### src/design/disk_port_defs.svh
// constants for the disk adapter register port
//
// How it works
// - five-bit select code decodes to one of eight registers
// - registers move on a two-way bus of sixteen data bits plus parity
// - gray counter steps the handshake table once per clock
// - handshake takes six clocks, uninterruptible, other port locked out
// - write latches bus into buffer, later strobe copies it to register
// - command write into control register sets go bit two clocks later
// - transfer acknowledge rises at the end of the timed sequence
// - acknowledge holds until demand drops, then falls
// - direction low with demand runs the read part of the table
// - read value loads the buffer and the bus drive in the same clock
// - seventeen-bit mux picks port A or port B bus
// - incoming data checked for odd parity; failure sets parity flag
// - attention summary puts own attention bit at unit number
// - holding register ignores direct writes; reads return its complement
// - every legal register write also loads the holding register
// - go accepts function; transfer commands wait for run line
// - maintenance register writes control half, reads monitor half
// - serial number register reads sixteen jumper inputs
// - look-ahead counter clears on index, counts sector pulses
// - disk address increments per transferred sector block
// - handshake starts only when unit select matches own address
// - write during command refused except to attention and holding, refused flag at error bit 2
`ifndef DISK_PORT_DEFS_SVH
`define DISK_PORT_DEFS_SVH
// ----------------------------------------
// register select codes
// ----------------------------------------
`define ADR_CTRL1 5'h00
`define ADR_ERR1 5'h02
`define ADR_MAINT1 5'h03
`define ADR_ATTN 5'h04
`define ADR_DADDR 5'h05
`define ADR_LOOK 5'h07
`define ADR_SERIAL 5'h0C
`define ADR_HOLD 5'h13
// ----------------------------------------
// fields and timing
// ----------------------------------------
`define ERR1_REFUSED_BIT 2
`define ERR1_PARITY_BIT 3
`define CTRL1_GO_BIT 0
`define XFER_FUNC_MIN 5'h14
`define HS_STEPS 6
`define HS_GRAY_LAST 3'h5
`define HS_LOAD_WR 3'h1
`define HS_STROBE_WR 3'h3
`define HS_LOAD_RD 3'h3
`endif

### src/design/disk_port_pkg.sv
// types shared by the disk adapter register port
package disk_port_pkg;
	typedef enum logic [1:0] {HS_IDLE, HS_RUN, HS_ACK} hs_state_t;
	typedef logic [15:0] word_t;
endpackage : disk_port_pkg

### src/design/sync_stage.sv
// two-flop synchroniser for pin inputs
`timescale 1ns/1ps
`default_nettype none
module sync_stage #(
	parameter int WIDTH = 1
) (
	// clock and reset
	input wire logic sys_clk,
	input wire logic reset,
	// pin side and clock side
	input wire logic [WIDTH-1:0] pin_in,
	output logic [WIDTH-1:0] sync_out
);
	logic [WIDTH-1:0] meta_reg;

	always_ff @(posedge sys_clk or posedge reset) begin
		if (reset) begin
			meta_reg <= '0;
			sync_out <= '0;
		end else begin
			meta_reg <= pin_in;
			sync_out <= meta_reg;
		end
	end
endmodule : sync_stage
`default_nettype wire

### src/design/handshake_seq.sv
// gray-coded handshake sequencer
`timescale 1ns/1ps
`default_nettype none
`include "disk_port_defs.svh"
module handshake_seq (
	// clock and reset
	input wire logic sys_clk,
	input wire logic reset,
	// control
	input wire logic start,
	input wire logic demand,
	input wire logic write_dir,
	// strobes and status
	output logic load_strobe,
	output logic write_strobe,
	output logic ack,
	output logic busy
);
	disk_port_pkg::hs_state_t state_reg, state_next;
	logic [2:0] gray_reg;
	logic [2:0] gray_next;

	// next gray code in the six-step table: 0,1,3,2,6,7,5 would be seven, so wrap at 5
	function automatic logic [2:0] gray_step(input logic [2:0] g);
		case (g)
			3'h0: gray_step = 3'h1;
			3'h1: gray_step = 3'h3;
			3'h3: gray_step = 3'h2;
			3'h2: gray_step = 3'h6;
			3'h6: gray_step = 3'h7;
			3'h7: gray_step = 3'h5;
			default: gray_step = 3'h0;
		endcase
	endfunction : gray_step

	assign gray_next = gray_step(gray_reg);
	assign busy = state_reg != disk_port_pkg::HS_IDLE;
	assign ack = state_reg == disk_port_pkg::HS_ACK;
	// read and write use different slots of the table
	assign load_strobe = state_reg == disk_port_pkg::HS_RUN &&
		gray_reg == (write_dir ? `HS_LOAD_WR : `HS_LOAD_RD);
	assign write_strobe = state_reg == disk_port_pkg::HS_RUN && write_dir &&
		gray_reg == `HS_STROBE_WR;

	always_comb begin
		state_next = state_reg;
		case (state_reg)
			disk_port_pkg::HS_IDLE: begin
				if (start) begin
					state_next = disk_port_pkg::HS_RUN;
				end
			end
			disk_port_pkg::HS_RUN: begin
				// no exit before the last step: the sequence cannot be cut short
				if (gray_next == `HS_GRAY_LAST) begin
					state_next = disk_port_pkg::HS_ACK;
				end
			end
			disk_port_pkg::HS_ACK: begin
				if (!demand) begin
					state_next = disk_port_pkg::HS_IDLE;
				end
			end
			default: state_next = disk_port_pkg::HS_IDLE;
		endcase
	end

	always_ff @(posedge sys_clk or posedge reset) begin
		if (reset) begin
			state_reg <= disk_port_pkg::HS_IDLE;
			gray_reg <= 3'h0;
		end else begin
			state_reg <= state_next;
			gray_reg <= (state_reg == disk_port_pkg::HS_RUN) ? gray_next : 3'h0;
		end
	end
endmodule : handshake_seq
`default_nettype wire

### src/design/disk_reg_port.sv
// register access port of the disk adapter
`timescale 1ns/1ps
`default_nettype none
`include "disk_port_defs.svh"
module disk_reg_port (
	// clock and reset
	input wire logic sys_clk,
	input wire logic reset,
	// port A control bus
	input wire logic [16:0] cbus_a_in,
	input wire logic demand_line_a,
	input wire logic controller_to_drive_dir_a,
	// port B control bus
	input wire logic [16:0] cbus_b_in,
	input wire logic demand_line_b,
	input wire logic controller_to_drive_dir_b,
	// shared selection lines
	input wire logic port_b_mode,
	input wire logic [4:0] register_select_lines,
	input wire logic [2:0] unit_select_lines,
	input wire logic [2:0] unit_address,
	// bus drive back to the controller
	output logic [16:0] cbus_out,
	output logic cbus_oe,
	output logic transfer_ack_line_a,
	output logic transfer_ack_line_b,
	// drive events
	input wire logic index_pulse,
	input wire logic sector_pulse,
	input wire logic sector_done,
	input wire logic attention_event,
	input wire logic run_line,
	input wire logic cmd_busy,
	input wire logic cmd_done,
	// static and monitor inputs
	input wire logic [15:0] serial_jumpers,
	input wire logic [15:0] maint_monitor,
	// control and status outputs
	output logic cmd_go,
	output logic cmd_exec,
	output logic [4:0] func_code,
	output logic [15:0] maint_control,
	output logic parity_error_flag,
	output logic refused_modification_flag,
	output logic attention_bit
);
	// ----------------------------------------
	// input synchronisers
	// ----------------------------------------
	logic [16:0] bus_a_s, bus_b_s;
	logic [4:0] rs_s;
	logic [2:0] us_s, ua_s;
	logic [7:0] misc_s;
	logic dem_a_s, dem_b_s, dir_a_s, dir_b_s, port_b_s;
	logic idx_s, sec_s, run_s;

	sync_stage #(.WIDTH(34)) u_sync_bus (
		.sys_clk(sys_clk),
		.reset(reset),
		.pin_in({cbus_a_in, cbus_b_in}),
		.sync_out({bus_a_s, bus_b_s})
	);
	sync_stage #(.WIDTH(19)) u_sync_ctl (
		.sys_clk(sys_clk),
		.reset(reset),
		.pin_in({register_select_lines, unit_select_lines, unit_address,
			demand_line_a, demand_line_b, controller_to_drive_dir_a,
			controller_to_drive_dir_b, port_b_mode, index_pulse,
			sector_pulse, run_line}),
		.sync_out({rs_s, us_s, ua_s, misc_s})
	);
	assign {dem_a_s, dem_b_s, dir_a_s, dir_b_s, port_b_s, idx_s, sec_s, run_s} = misc_s;

	// ----------------------------------------
	// port arbitration and handshake
	// ----------------------------------------
	logic use_b_reg;
	logic hs_load, hs_write, hs_ack, hs_busy;
	wire unit_match = us_s == ua_s;
	wire dem_a_ok = dem_a_s && !port_b_s;
	wire dem_b_ok = dem_b_s && port_b_s;
	wire hs_start = !hs_busy && unit_match && (dem_a_ok || dem_b_ok);
	// the owning port is frozen while busy, so the other port is shut out
	wire use_b = hs_busy ? use_b_reg : dem_b_ok;
	wire act_dem = use_b ? dem_b_s : dem_a_s;
	wire act_dir = use_b ? dir_b_s : dir_a_s;
	wire [16:0] in_bus = use_b ? bus_b_s : bus_a_s;

	handshake_seq u_hs (
		.sys_clk(sys_clk),
		.reset(reset),
		.start(hs_start),
		.demand(act_dem),
		.write_dir(act_dir),
		.load_strobe(hs_load),
		.write_strobe(hs_write),
		.ack(hs_ack),
		.busy(hs_busy)
	);

	// ----------------------------------------
	// registers
	// ----------------------------------------
	disk_port_pkg::word_t buf_reg, hold_reg, da_reg, err1_reg, maint_reg;
	logic [4:0] func_reg;
	logic go_reg, go_pend_reg, attn_reg;
	logic [5:0] look_reg;
	logic idx_d_reg, sec_d_reg;
	logic [16:0] out_reg;
	logic oe_reg, ack_a_reg, ack_b_reg;

	// odd parity over data plus parity bit
	function automatic logic odd_ok(input logic [16:0] v);
		odd_ok = ^v;
	endfunction : odd_ok

	wire adr_ctrl1 = rs_s == `ADR_CTRL1;
	wire adr_err1 = rs_s == `ADR_ERR1;
	wire adr_maint1 = rs_s == `ADR_MAINT1;
	wire adr_attn = rs_s == `ADR_ATTN;
	wire adr_daddr = rs_s == `ADR_DADDR;
	wire adr_look = rs_s == `ADR_LOOK;
	wire adr_serial = rs_s == `ADR_SERIAL;
	wire adr_hold = rs_s == `ADR_HOLD;
	wire adr_legal = adr_ctrl1 | adr_err1 | adr_maint1 | adr_attn | adr_daddr;
	wire [15:0] attn_word = 16'(attn_reg) << ua_s;

	// one shared read bus; anything unmapped returns the inverted holding word
	wire [15:0] rd_bus =
		adr_ctrl1 ? {10'h000, func_reg, go_reg} :
		adr_err1 ? err1_reg :
		adr_maint1 ? maint_monitor :
		adr_attn ? attn_word :
		adr_daddr ? da_reg :
		adr_look ? {10'h000, look_reg} :
		adr_serial ? serial_jumpers :
		~hold_reg;

	// attention and holding writes are allowed mid-command; others are refused
	wire wr_any = hs_write;
	wire wr_refused = wr_any && cmd_busy && !adr_attn && !adr_hold;
	wire wr_ok = wr_any && !wr_refused;
	wire par_bad = hs_load && act_dir && !odd_ok(in_bus);
	wire idx_edge = idx_s && !idx_d_reg;
	wire sec_edge = sec_s && !sec_d_reg;
	wire xfer_func = func_reg >= `XFER_FUNC_MIN;

	wire [15:0] err1_next_base = (wr_ok && adr_err1) ? buf_reg[15:0] : err1_reg;
	wire [15:0] err1_set = (16'(wr_refused) << `ERR1_REFUSED_BIT) |
		(16'(par_bad) << `ERR1_PARITY_BIT);

	always_ff @(posedge sys_clk or posedge reset) begin
		if (reset) begin
			buf_reg <= 16'h0000;
			out_reg <= 17'h0_0000;
			oe_reg <= 1'b0;
			use_b_reg <= 1'b0;
		end else begin
			if (hs_start) begin
				use_b_reg <= dem_b_ok;
			end
			if (hs_load && act_dir) begin
				buf_reg <= in_bus[15:0];
			end
			if (hs_load && !act_dir) begin
				buf_reg <= rd_bus;
				out_reg <= {~^rd_bus, rd_bus};
				oe_reg <= 1'b1;
			end else if (!hs_busy) begin
				oe_reg <= 1'b0;
			end
		end
	end

	always_ff @(posedge sys_clk or posedge reset) begin
		if (reset) begin
			hold_reg <= 16'h0000;
			func_reg <= 5'h00;
			go_pend_reg <= 1'b0;
			go_reg <= 1'b0;
			maint_reg <= 16'h0000;
			err1_reg <= 16'h0000;
			attn_reg <= 1'b0;
		end else begin
			if (wr_ok && adr_legal) begin
				hold_reg <= buf_reg;
			end
			go_pend_reg <= wr_ok && adr_ctrl1 && buf_reg[`CTRL1_GO_BIT];
			if (wr_ok && adr_ctrl1) begin
				func_reg <= buf_reg[5:1];
			end
			if (go_pend_reg) begin
				go_reg <= 1'b1;
			end else if (cmd_done) begin
				go_reg <= 1'b0;
			end
			if (wr_ok && adr_maint1) begin
				maint_reg <= buf_reg;
			end
			err1_reg <= err1_next_base | err1_set;
			if (attention_event) begin
				attn_reg <= 1'b1;
			end else if (wr_ok && adr_attn && buf_reg[ua_s]) begin
				attn_reg <= 1'b0;
			end
		end
	end

	// ----------------------------------------
	// sector counters
	// ----------------------------------------
	always_ff @(posedge sys_clk or posedge reset) begin
		if (reset) begin
			look_reg <= 6'h00;
			da_reg <= 16'h0000;
			idx_d_reg <= 1'b0;
			sec_d_reg <= 1'b0;
		end else begin
			idx_d_reg <= idx_s;
			sec_d_reg <= sec_s;
			if (idx_edge) begin
				look_reg <= 6'h00;
			end else if (sec_edge) begin
				look_reg <= look_reg + 6'h01;
			end
			if (wr_ok && adr_daddr) begin
				da_reg <= buf_reg;
			end else if (sector_done) begin
				da_reg <= da_reg + 16'h0001;
			end
		end
	end

	// ----------------------------------------
	// output flops
	// ----------------------------------------
	always_ff @(posedge sys_clk or posedge reset) begin
		if (reset) begin
			ack_a_reg <= 1'b0;
			ack_b_reg <= 1'b0;
			cmd_exec <= 1'b0;
		end else begin
			ack_a_reg <= hs_ack && !use_b;
			ack_b_reg <= hs_ack && use_b;
			cmd_exec <= go_reg && (!xfer_func || run_s);
		end
	end

	assign cbus_out = out_reg;
	assign cbus_oe = oe_reg;
	assign transfer_ack_line_a = ack_a_reg;
	assign transfer_ack_line_b = ack_b_reg;
	assign cmd_go = go_reg;
	assign func_code = func_reg;
	assign maint_control = maint_reg;
	assign parity_error_flag = err1_reg[`ERR1_PARITY_BIT];
	assign refused_modification_flag = err1_reg[`ERR1_REFUSED_BIT];
	assign attention_bit = attn_reg;
endmodule : disk_reg_port
`default_nettype wire

### config.mk
export PLATFORM = sky130hd
export DESIGN_NAME = disk_reg_port
export DESIGN_NICKNAME = d
export VERILOG_FILES = /design/src/design/disk_port_pkg.sv /design/src/design/sync_stage.sv /design/src/design/handshake_seq.sv /design/src/design/disk_reg_port.sv
export VERILOG_INCLUDE_DIRS = /design/src /design/src/design
export SDC_FILE = /design/constraint.sdc
export NUM_CORES = 1
export LEC_CHECK = 0
export BUFFER_PORTS_ARGS = -buffer_cell sky130_fd_sc_hd__buf_2
export CORE_MARGIN = 5
export CORE_UTILIZATION = 60
export DETAILED_ROUTE_END_ITERATION = 16
export PLACE_DENSITY_LB_ADDON = 0.12
export SLEW_MARGIN = 30
export SYNTH_ARGS = -nofsm -noshare
export SYNTH_HDL_FRONTEND = slang
export SYNTH_HIERARCHICAL = 1
export SYNTH_SLANG_ARGS = --single-unit
### constraint.sdc
create_clock -name sys_clk -period 10.4 [get_ports sys_clk]
set_input_delay 2.08 -clock sys_clk [delete_from_list [all_inputs] [get_ports sys_clk]]
set_output_delay 2.08 -clock sys_clk [all_outputs]
set_load 0.02 [all_outputs]
==> reports/results.txt, run 1 <==
Routed vias = 6615
Post-synth EDFFs = 0
Area of the multi-input gates = 0.003714 mm²
Clock transition at the registers of the reported paths = 60 ps
Largest net degree at the start of global routing = 83
Synth Warn # = 6
Setup TNS = 0 ps
VDD IR max = 0.2027 mV
Worst clock skew = 11.23 ps
Final nets = 1003
Sw Share = 0.3087
Routed len/inst = 20.89 µm
Tmin final = 4175 ps
# resized after CTS = 0
Num CTS Buffers = 24
Drt first pass iters = 6
Fin crit share = 0.4015
CTS root buf = clkbuf_16
Max FO, Critical Path = 22
Die Area = 0.01876 mm²
Synth Area in Compound Gates = 0.09536
Maxcap violations = 0
XOR/XNOR share of the synthesized area = 0.05305
H-tree depth = 1
Simple-Gate Fraction of Synth Area = 0.09600
Measured slew at the worst slew-check pin = 936.4 ps
Startpoint types = flip-flop
NetSw = 0.8532 mW
Synth area leaders = dfrtp_1 59%, mux2_2 9.0%, mux2i_1 3.9%
Clk sinks = 229
FF+latch count, synth = 229
Gr ovfl total = 0
Mean Syn Cell Area = 12.53 µm²
Hold Crit Class = reg -> reg
Antenna Nets Post-Route = 0
Post-Syn Nets = 865
Starting density of the core = 0.6110
Final Setup Violations = 0
P_leak = 5.407 nW
RSZ-0062 raised after global routing = no
CTS tree = built
Worst setup EP type = flip-flop
Mapped Cells = 772
WP data arrival = 4560 ps
Vias in the first global route = 7026
Most common flop cell mapped by yosys = dfrtp_1
Synth cell types = 73
Clock network power share = 0.332
Rows = 46
Post-Synth Adder-Cell Area = 0.002588
Fin area = 0.01143 mm²
Pwr/cell area = 241.9 mW/mm²
Reg area = 0.005731 mm²
Layout fillers = 1119
Most numerous cell in the Yosys netlist = dfrtp_1
P&R area growth vs syn = 18.15%
DRT Wirelength = 23880 µm
WP data required = 10780 ps
F_max = 239.5 MHz
N_diodes = 0
Share of layout cells above drive strength 1 = 0.3215
# DRC = 0
Final Slew Violations = 0
Commonest cells post-synth = 229 x dfrtp_1, 77 x mux2_2, 49 x nand2_1, 44 x nor2_1, 43 x a21oi_1
Pint = 1.911 mW
Final Wtd Congestion = 0.9616
Initial DRC Count = 473
Port bufs = 136
Yosys top cell area share = 0.5926
Asr flop ratio synth = 1.000
Die width = 137.0 µm
Placed inst area = 0.01056 mm²
Slew margin rel. = 0.3742
Die Span Y = 137.0 µm
# IOs = 137
Crit path kind = reg -> reg
Largest family of logic cells by synthesized area = multiplexers
Mapped Area = 0.009671 mm²
Synth area leader = dfrtp_1
Outcome = finished clean
Combinational power share = 0.241
Via density = 5.787
Buffer depth of the longest clock path = 3
Initial antenna violation count = 0
Fin. Hold Viols = 0
Tot GR Track Use = 0.2608
Skew-Pair Late Insertion Delay = 510 ps
Setup bufs post-CTS = 0
Sequential cell area fraction in the yosys report = 0.5926
Global-route wire length before repair = 37850 µm
Half-perimeter wire length after placement = 16920 µm
Core area = 0.01583 mm²
Sequential power share = 0.426
Hold buffers post-CTS = 0
Multiplexer share of the synthesized area = 0.1337
## worst max-delay path, cell delays in order, from the launching register on
cell,delay [ps]
dfrtp_1,420
or2_2,350
nor2_1,140
a21oi_2,40
buf_4,240
mux2i_2,190
buf_4,230
inv_1,230
inv_1,90
nor4_2,600
and2_1,380
nand2_1,620
mux2_2,510
## power by group through the flow
stage | sequential [mW] | clock [mW] | combinational (mW)
after CTS | 1.18 | 0.932 | 0.671
after global routing | 1.19 | 0.976 | 0.721
after global placement | 1.18 | 0 | 0.646
after detailed placement | 1.19 | 0 | 0.665
after floorplan | 1.17 | 0 | 0.448
final | 1.18 | 0.919 | 0.667
## cells by family after synthesis
family | Yosys count
AO/OA/AOI/OAI | 137
XOR/XNOR | 53
adder cells (fa/ha/maj) | 2
buffers and inverters | 56
flip-flops | 229
multiplexers | 117
AND/OR/NAND/NOR | 178
## final cells by class
class                   instances  share of cell area
inverters                      21            0.007118
well taps                     216             0.02365
clock buffers                  30             0.05727
multi-input cells             487              0.3250
repair buffers                147             0.06745
flip-flops and latches        229              0.5015
clock inverters                13             0.01796
## per-layer routing
metal	routed length, µm	global-route usage	up-vias
li1	-	-	2993
met1	9944	0.3593	3323
met2	11710	0.4305	251
met3	1615	0.04632	48
met4	614	0.07317	0
met5	0	0	-
## final timing paths
path	startpoint	to	slack, ps	cells after the start
max in group asynchronous	reset	err1_reg[12]$_DFFE_PP0P_	7660	3
hold reg to reg	u_sync_bus/meta_reg[4]$_DFF_PP0_	u_sync_bus/sync_out[4]$_DFF_PP0_	340	0
hold / removal	u_sync_bus/meta_reg[4]$_DFF_PP0_	u_sync_bus/sync_out[4]$_DFF_PP0_	340	0
min in group asynchronous	reset	u_hs/gray_reg[1]$_DFF_PP0_	1530	2
setup / recovery	u_hs/state_reg[0]$_DFFE_PP0P_	maint_control[2]$_DFFE_PP0P_	6220	12
setup reg to reg	u_hs/state_reg[0]$_DFFE_PP0P_	maint_control[2]$_DFFE_PP0P_	6220	12
## per-stage QoR
step | worst slack, ps | instances | power, mW | utilization | hold slack (ps)
2_1_floorplan | 5191 | 772 | 1.622 | - | 331.2
3_3_place_gp | 6185 | 1099 | 1.830 | 0.6662 | 331.6
3_5_place_dp | 6110 | 1100 | 1.854 | 0.6674 | 334.7
4_1_cts | 6270 | 1143 | 2.781 | 0.7217 | 346.1
5_1_grt | 6085 | 1143 | 2.892 | 0.7219 | 349.9
6_report | 6225 | 1143 | 2.764 | 0.7219 | 343.8
## layout by cell type (no fill, tap or decap), drive strengths merged, types with 5 or more instances in the layout
cell type | netlist | final
dfrtp | 229 | 229
buf | 15 | 147
mux2 | 77 | 77
nand2 | 49 | 49
nor2 | 47 | 47
a21oi | 43 | 43
o21ai | 40 | 40
mux2i | 38 | 38
xnor2 | 32 | 32
clkbuf | 20 | 30
nand3 | 26 | 26
inv | 21 | 23
xor2 | 18 | 18
nor3 | 9 | 9
nand2b | 7 | 7
o211ai | 7 | 7
nor2b | 6 | 6
and3 | 6 | 6
a32oi | 6 | 6
o2bb2ai | 5 | 5
nand4 | 5 | 5
bufinv | 0 | 5
and2 | 5 | 5
No activity file was read; power rests on OpenSTA's default activity.
==> run 2, diff against run 1 <==
--- a/config.mk
+++ b/config.mk
@@ -6,9 +6,10 @@
 export SDC_FILE = /design/constraint.sdc
 export NUM_CORES = 1
 export LEC_CHECK = 0
+export ABC_AREA = 1
 export BUFFER_PORTS_ARGS = -buffer_cell sky130_fd_sc_hd__buf_2
 export CORE_MARGIN = 5
-export CORE_UTILIZATION = 60
+export CORE_UTILIZATION = 57
 export DETAILED_ROUTE_END_ITERATION = 16
 export PLACE_DENSITY_LB_ADDON = 0.12
 export SLEW_MARGIN = 30
==> constraint.sdc (replaced) <==
create_clock -name sys_clk -period 4.3 [get_ports sys_clk]
set_input_delay 0.86 -clock sys_clk [delete_from_list [all_inputs] [get_ports sys_clk]]
set_output_delay 0.86 -clock sys_clk [all_outputs]
set_load 0.02 [all_outputs]
==> run 2 against run 1 <==
Effect of this change:
- global-route usage fell by 2.2 points
- register-to-register slack got worse by 5600 ps
- wire length shrank 0.64%
- combinational power grew to 3.2 times the previous value
- largest cell class unchanged
- sequential share of layout area shrank 0.90 points
- clock skew grew 4.6 ps
- design area rose by 1.8%
- sequential cell count unchanged
- synthesized cell count is 43% higher
- first-iteration DRC count increased by 59%
- core utilization down 4.5 points
- non-clock buffer count is 5 lower
==> reports/results.txt, run 2 <==
CP Cell Sequence = nor2_1 > inv_1 > nand2_1 > nand2_2 > inv_1 > or2_2 > o21ai_0 > inv_1 > inv_1 > nor3_2 > o2111ai_1 > nand2_1 > nor2_2 > inv_1 > nand2_2 > inv_1 > o21ai_0 > o221ai_1
Hold buffers post-CTS = 0 (unchanged)
Num CTS Buffers = 25 (+4.2%)
Synth cell types = 44 (-40%)
Maxcap violations = 0 (unchanged)
Post-Syn Nets = 1195 (+38%)
Skew-Pair Late Insertion Delay = 520 ps (about the same)
Final nets = 1333 (+33%)
Fin crit share = 0.8514 (+0.4499)
Hold Crit Class = in -> async
Overall Power = 7.190 mW (+160%)
Setup ws final = 639.1 ps (-5586 ps)
Die Span Y = 141.7 µm (+3.4%)
# IOs = 137 (unchanged)
Slew margin rel. = 0.3849 (+0.01067)
Rows = 48 (+4.3%)
Routed vias = 7840 (+19%)
Post-Synth Adder-Cell Area = 0.002533 (-0.00005473)
Mean Syn Cell Area = 8.965 µm² (-28%)
Clock transition at the registers of the reported paths = 60 ps (about the same)
Tot GR Track Use = 0.2390 (-0.02186)
Critical Path Max Stage Delay = 430 ps (-190 ps)
DRT Wirelength = 23730 µm (-0.64%)
N_diodes = 0 (unchanged)
Mapped Area = 0.009879 mm² (+2.2%)
Buffer depth of the longest clock path = 3 (unchanged)
Synth Area in Compound Gates = 0.1133 (+0.01799)
Pwr/cell area = 618.0 mW/mm² (+160%)
Via density = 5.287 (-8.7%)
Setup bufs post-CTS = 0 (unchanged)
Largest net degree at the start of global routing = 67 (-19%)
Routed len/inst = 16.00 µm (-23%)
Global-route wire length before repair = 38530 µm (+1.8%)
CP dominant cell by count = inv_1
Worst clock skew = 15.82 ps (+4.596 ps)
Drt first pass iters = 6 (unchanged)
Multiplexer share of the synthesized area = 0 (-0.1337)
Final Wtd Congestion = 0.9075 (-5.6%)
Clk sinks = 229 (unchanged)
WP data arrival = 4090 ps (-470 ps)
Vias in the first global route = 7509 (+6.9%)
Reg2Reg Depth = 18 (+6)
Startpoint types = flip-flop
CTS tree = built
Gr ovfl total = 0 (unchanged)
# resized after CTS = 0 (unchanged)
CTS root buf = clkbuf_16
Most common flop cell mapped by yosys = dfrtp_1
Asr flop ratio synth = 1.000 (unchanged)
R2R Setup Slk = 640 ps (-5590 ps)
Largest family of logic cells by synthesized area = simple AND/OR/NAND/NOR gates
Crit Reg-Reg Endpoint = da_reg[9]$_DFFE_PP0P_
Sequential cell area fraction in the yosys report = 0.5800 (-0.01253)
Port bufs = 136 (unchanged)
Half-perimeter wire length after placement = 17130 µm (+1.2%)
RSZ-0062 raised after global routing = no
Final Slew Violations = 0 (unchanged)
Outcome = finished clean
P&R area growth vs syn = 17.77%
Synth Warn # = 6 (unchanged)
VDD IR max = 0.4316 mV (+110%)
Starting density of the core = 0.5752 (-0.03581)
Pre-CTS WS = 696.8 ps (-5413 ps)
Synth area leader = dfrtp_1
# DRC = 0 (unchanged)
Final Setup Violations = 0 (unchanged)
Initial antenna violation count = 0 (unchanged)
Setup TNS = 0 ps (unchanged)
Fin. Hold Viols = 0 (unchanged)
Simple-Gate Fraction of Synth Area = 0.2086 (+0.1126)
FF+latch count, synth = 229 (unchanged)
WP data required = 4730 ps (-6050 ps)
XOR/XNOR share of the synthesized area = 0.02216 (-0.03088)
P_leak = 5.992 nW (+11%)
Mapped Cells = 1102 (+43%)
Highest-count cells in the layout ignoring fill and taps = 333 x nand2_1, 229 x dfrtp_1, 136 x buf_2
Worst reg2reg startpoint = u_hs/state_reg[1]$_DFFE_PP0P_
Worst-path cell with the longest stage delay = dfrtp_1
Max FO, Critical Path = 33 (+50%)
Measured slew at the worst slew-check pin = 920.5 ps (-15.97 ps)
Die width = 141.7 µm (+3.4%)
F_max = 273.2 MHz (+14%)
Die Area = 0.02006 mm² (+7.0%)
Tmin final = 3661 ps (-514.3 ps)
Core area = 0.01718 mm² (+8.5%)
Yosys top cell area share = 0.5800 (-0.01253)
Synth area leaders = dfrtp_1 58%, nand2_1 13%, inv_1 5.2%
Commonest non-fill, non-tap cell in the layout = nand2_1
Crit path kind = reg -> reg
Antenna Nets Post-Route = 0 (unchanged)
H-tree depth = 1 (unchanged)
Most numerous cell in the Yosys netlist = nand2_1
Worst setup EP type = flip-flop
Layout fillers = 1434 (+28%)
Initial DRC Count = 751 (+59%)
Share of layout cells above drive strength 1 = 0.1900 (-0.1315)
Commonest cells post-synth = 333 x nand2_1, 229 x dfrtp_1, 136 x inv_1, 91 x o21ai_0, 49 x nand3_1
Post-synth EDFFs = 0 (unchanged)
## run 2: changes by cell type after synthesis, moves of 25 or more
| cell | delta |
|---|---|
| inv_1 | +116 |
| mux2_2 | -77 |
| nand2_1 | +284 |
| o21ai_0 | +59 |
| o221ai_1 | +25 |
| mux2i_1 | -38 |
| xnor2_1 | -25 |
## run 2: cells by family after synthesis
group	count (synthesis)
compound gates	187
xor+xnor	25
fa+ha+maj	2
buf+inv	183
flops	229
simple gates	476
## run 2: worst max path at each step
stage	cells after the start	end	from	slack, ps
floorplan	1	attention_bit$_DFFE_PP0P_	reset	310
global placement	18	da_reg[9]$_DFFE_PP0P_	u_hs/state_reg[1]$_DFFE_PP0P_	830
detailed placement	19	da_reg[4]$_DFFE_PP0P_	u_hs/state_reg[1]$_DFFE_PP0P_	700
CTS	18	da_reg[9]$_DFFE_PP0P_	u_hs/state_reg[1]$_DFFE_PP0P_	690
global route	18	da_reg[9]$_DFFE_PP0P_	u_hs/state_reg[1]$_DFFE_PP0P_	220
finish	18	da_reg[9]$_DFFE_PP0P_	u_hs/state_reg[1]$_DFFE_PP0P_	640
## run 2: layout make-up
type                    count  area (µm²)  area share
clock buffers              29       650.6     0.05592
clock inverters            16       229.0     0.01968
inverters                 152       575.6     0.04947
multi-input cells         690        3430      0.2948
flip-flops and latches    229        5731      0.4925
well taps                 225       281.5     0.02420
repair buffers            142       738.2     0.06345
## run 2: where the power goes
group          internal [mW]  switching [mW]
clock network           1.39           0.869
registers               2.52           0.243
logic                  0.732            1.43
## run 2: metal layers
| metal | part of all wire | wire length (µm) | GRT usage |
|---|---|---|---|
| met3 | 0.066 | 1572 | 0.03573 |
| met4 | 0.021 | 510 | 0.06465 |
| met5 | 0 | 0 | 0 |
| met1 | 0.43 | 10290 | 0.3363 |
| met2 | 0.48 | 11350 | 0.3927 |
## run 2: through the flow
step,std cells,cell area [µm²],hold WS (ps),utilization
after floorplan,1102,9879,331.2,-
after global placement,1438,10750,331.8,0.6260
after detailed placement,1438,10750,334.7,0.6260
after CTS,1483,11630,310.8,0.6772
after global routing,1483,11630,332.0,0.6774
final,1483,11630,331.0,0.6774
## run 2: critical path, delay by kind of cell (launching register included)
family | cells | cell delay, ps
buffers and inverters | 6 | 1210
DFF | 1 | 430
AOI/OAI and AO/OA | 4 | 560
and+or+nand+nor | 8 | 1370
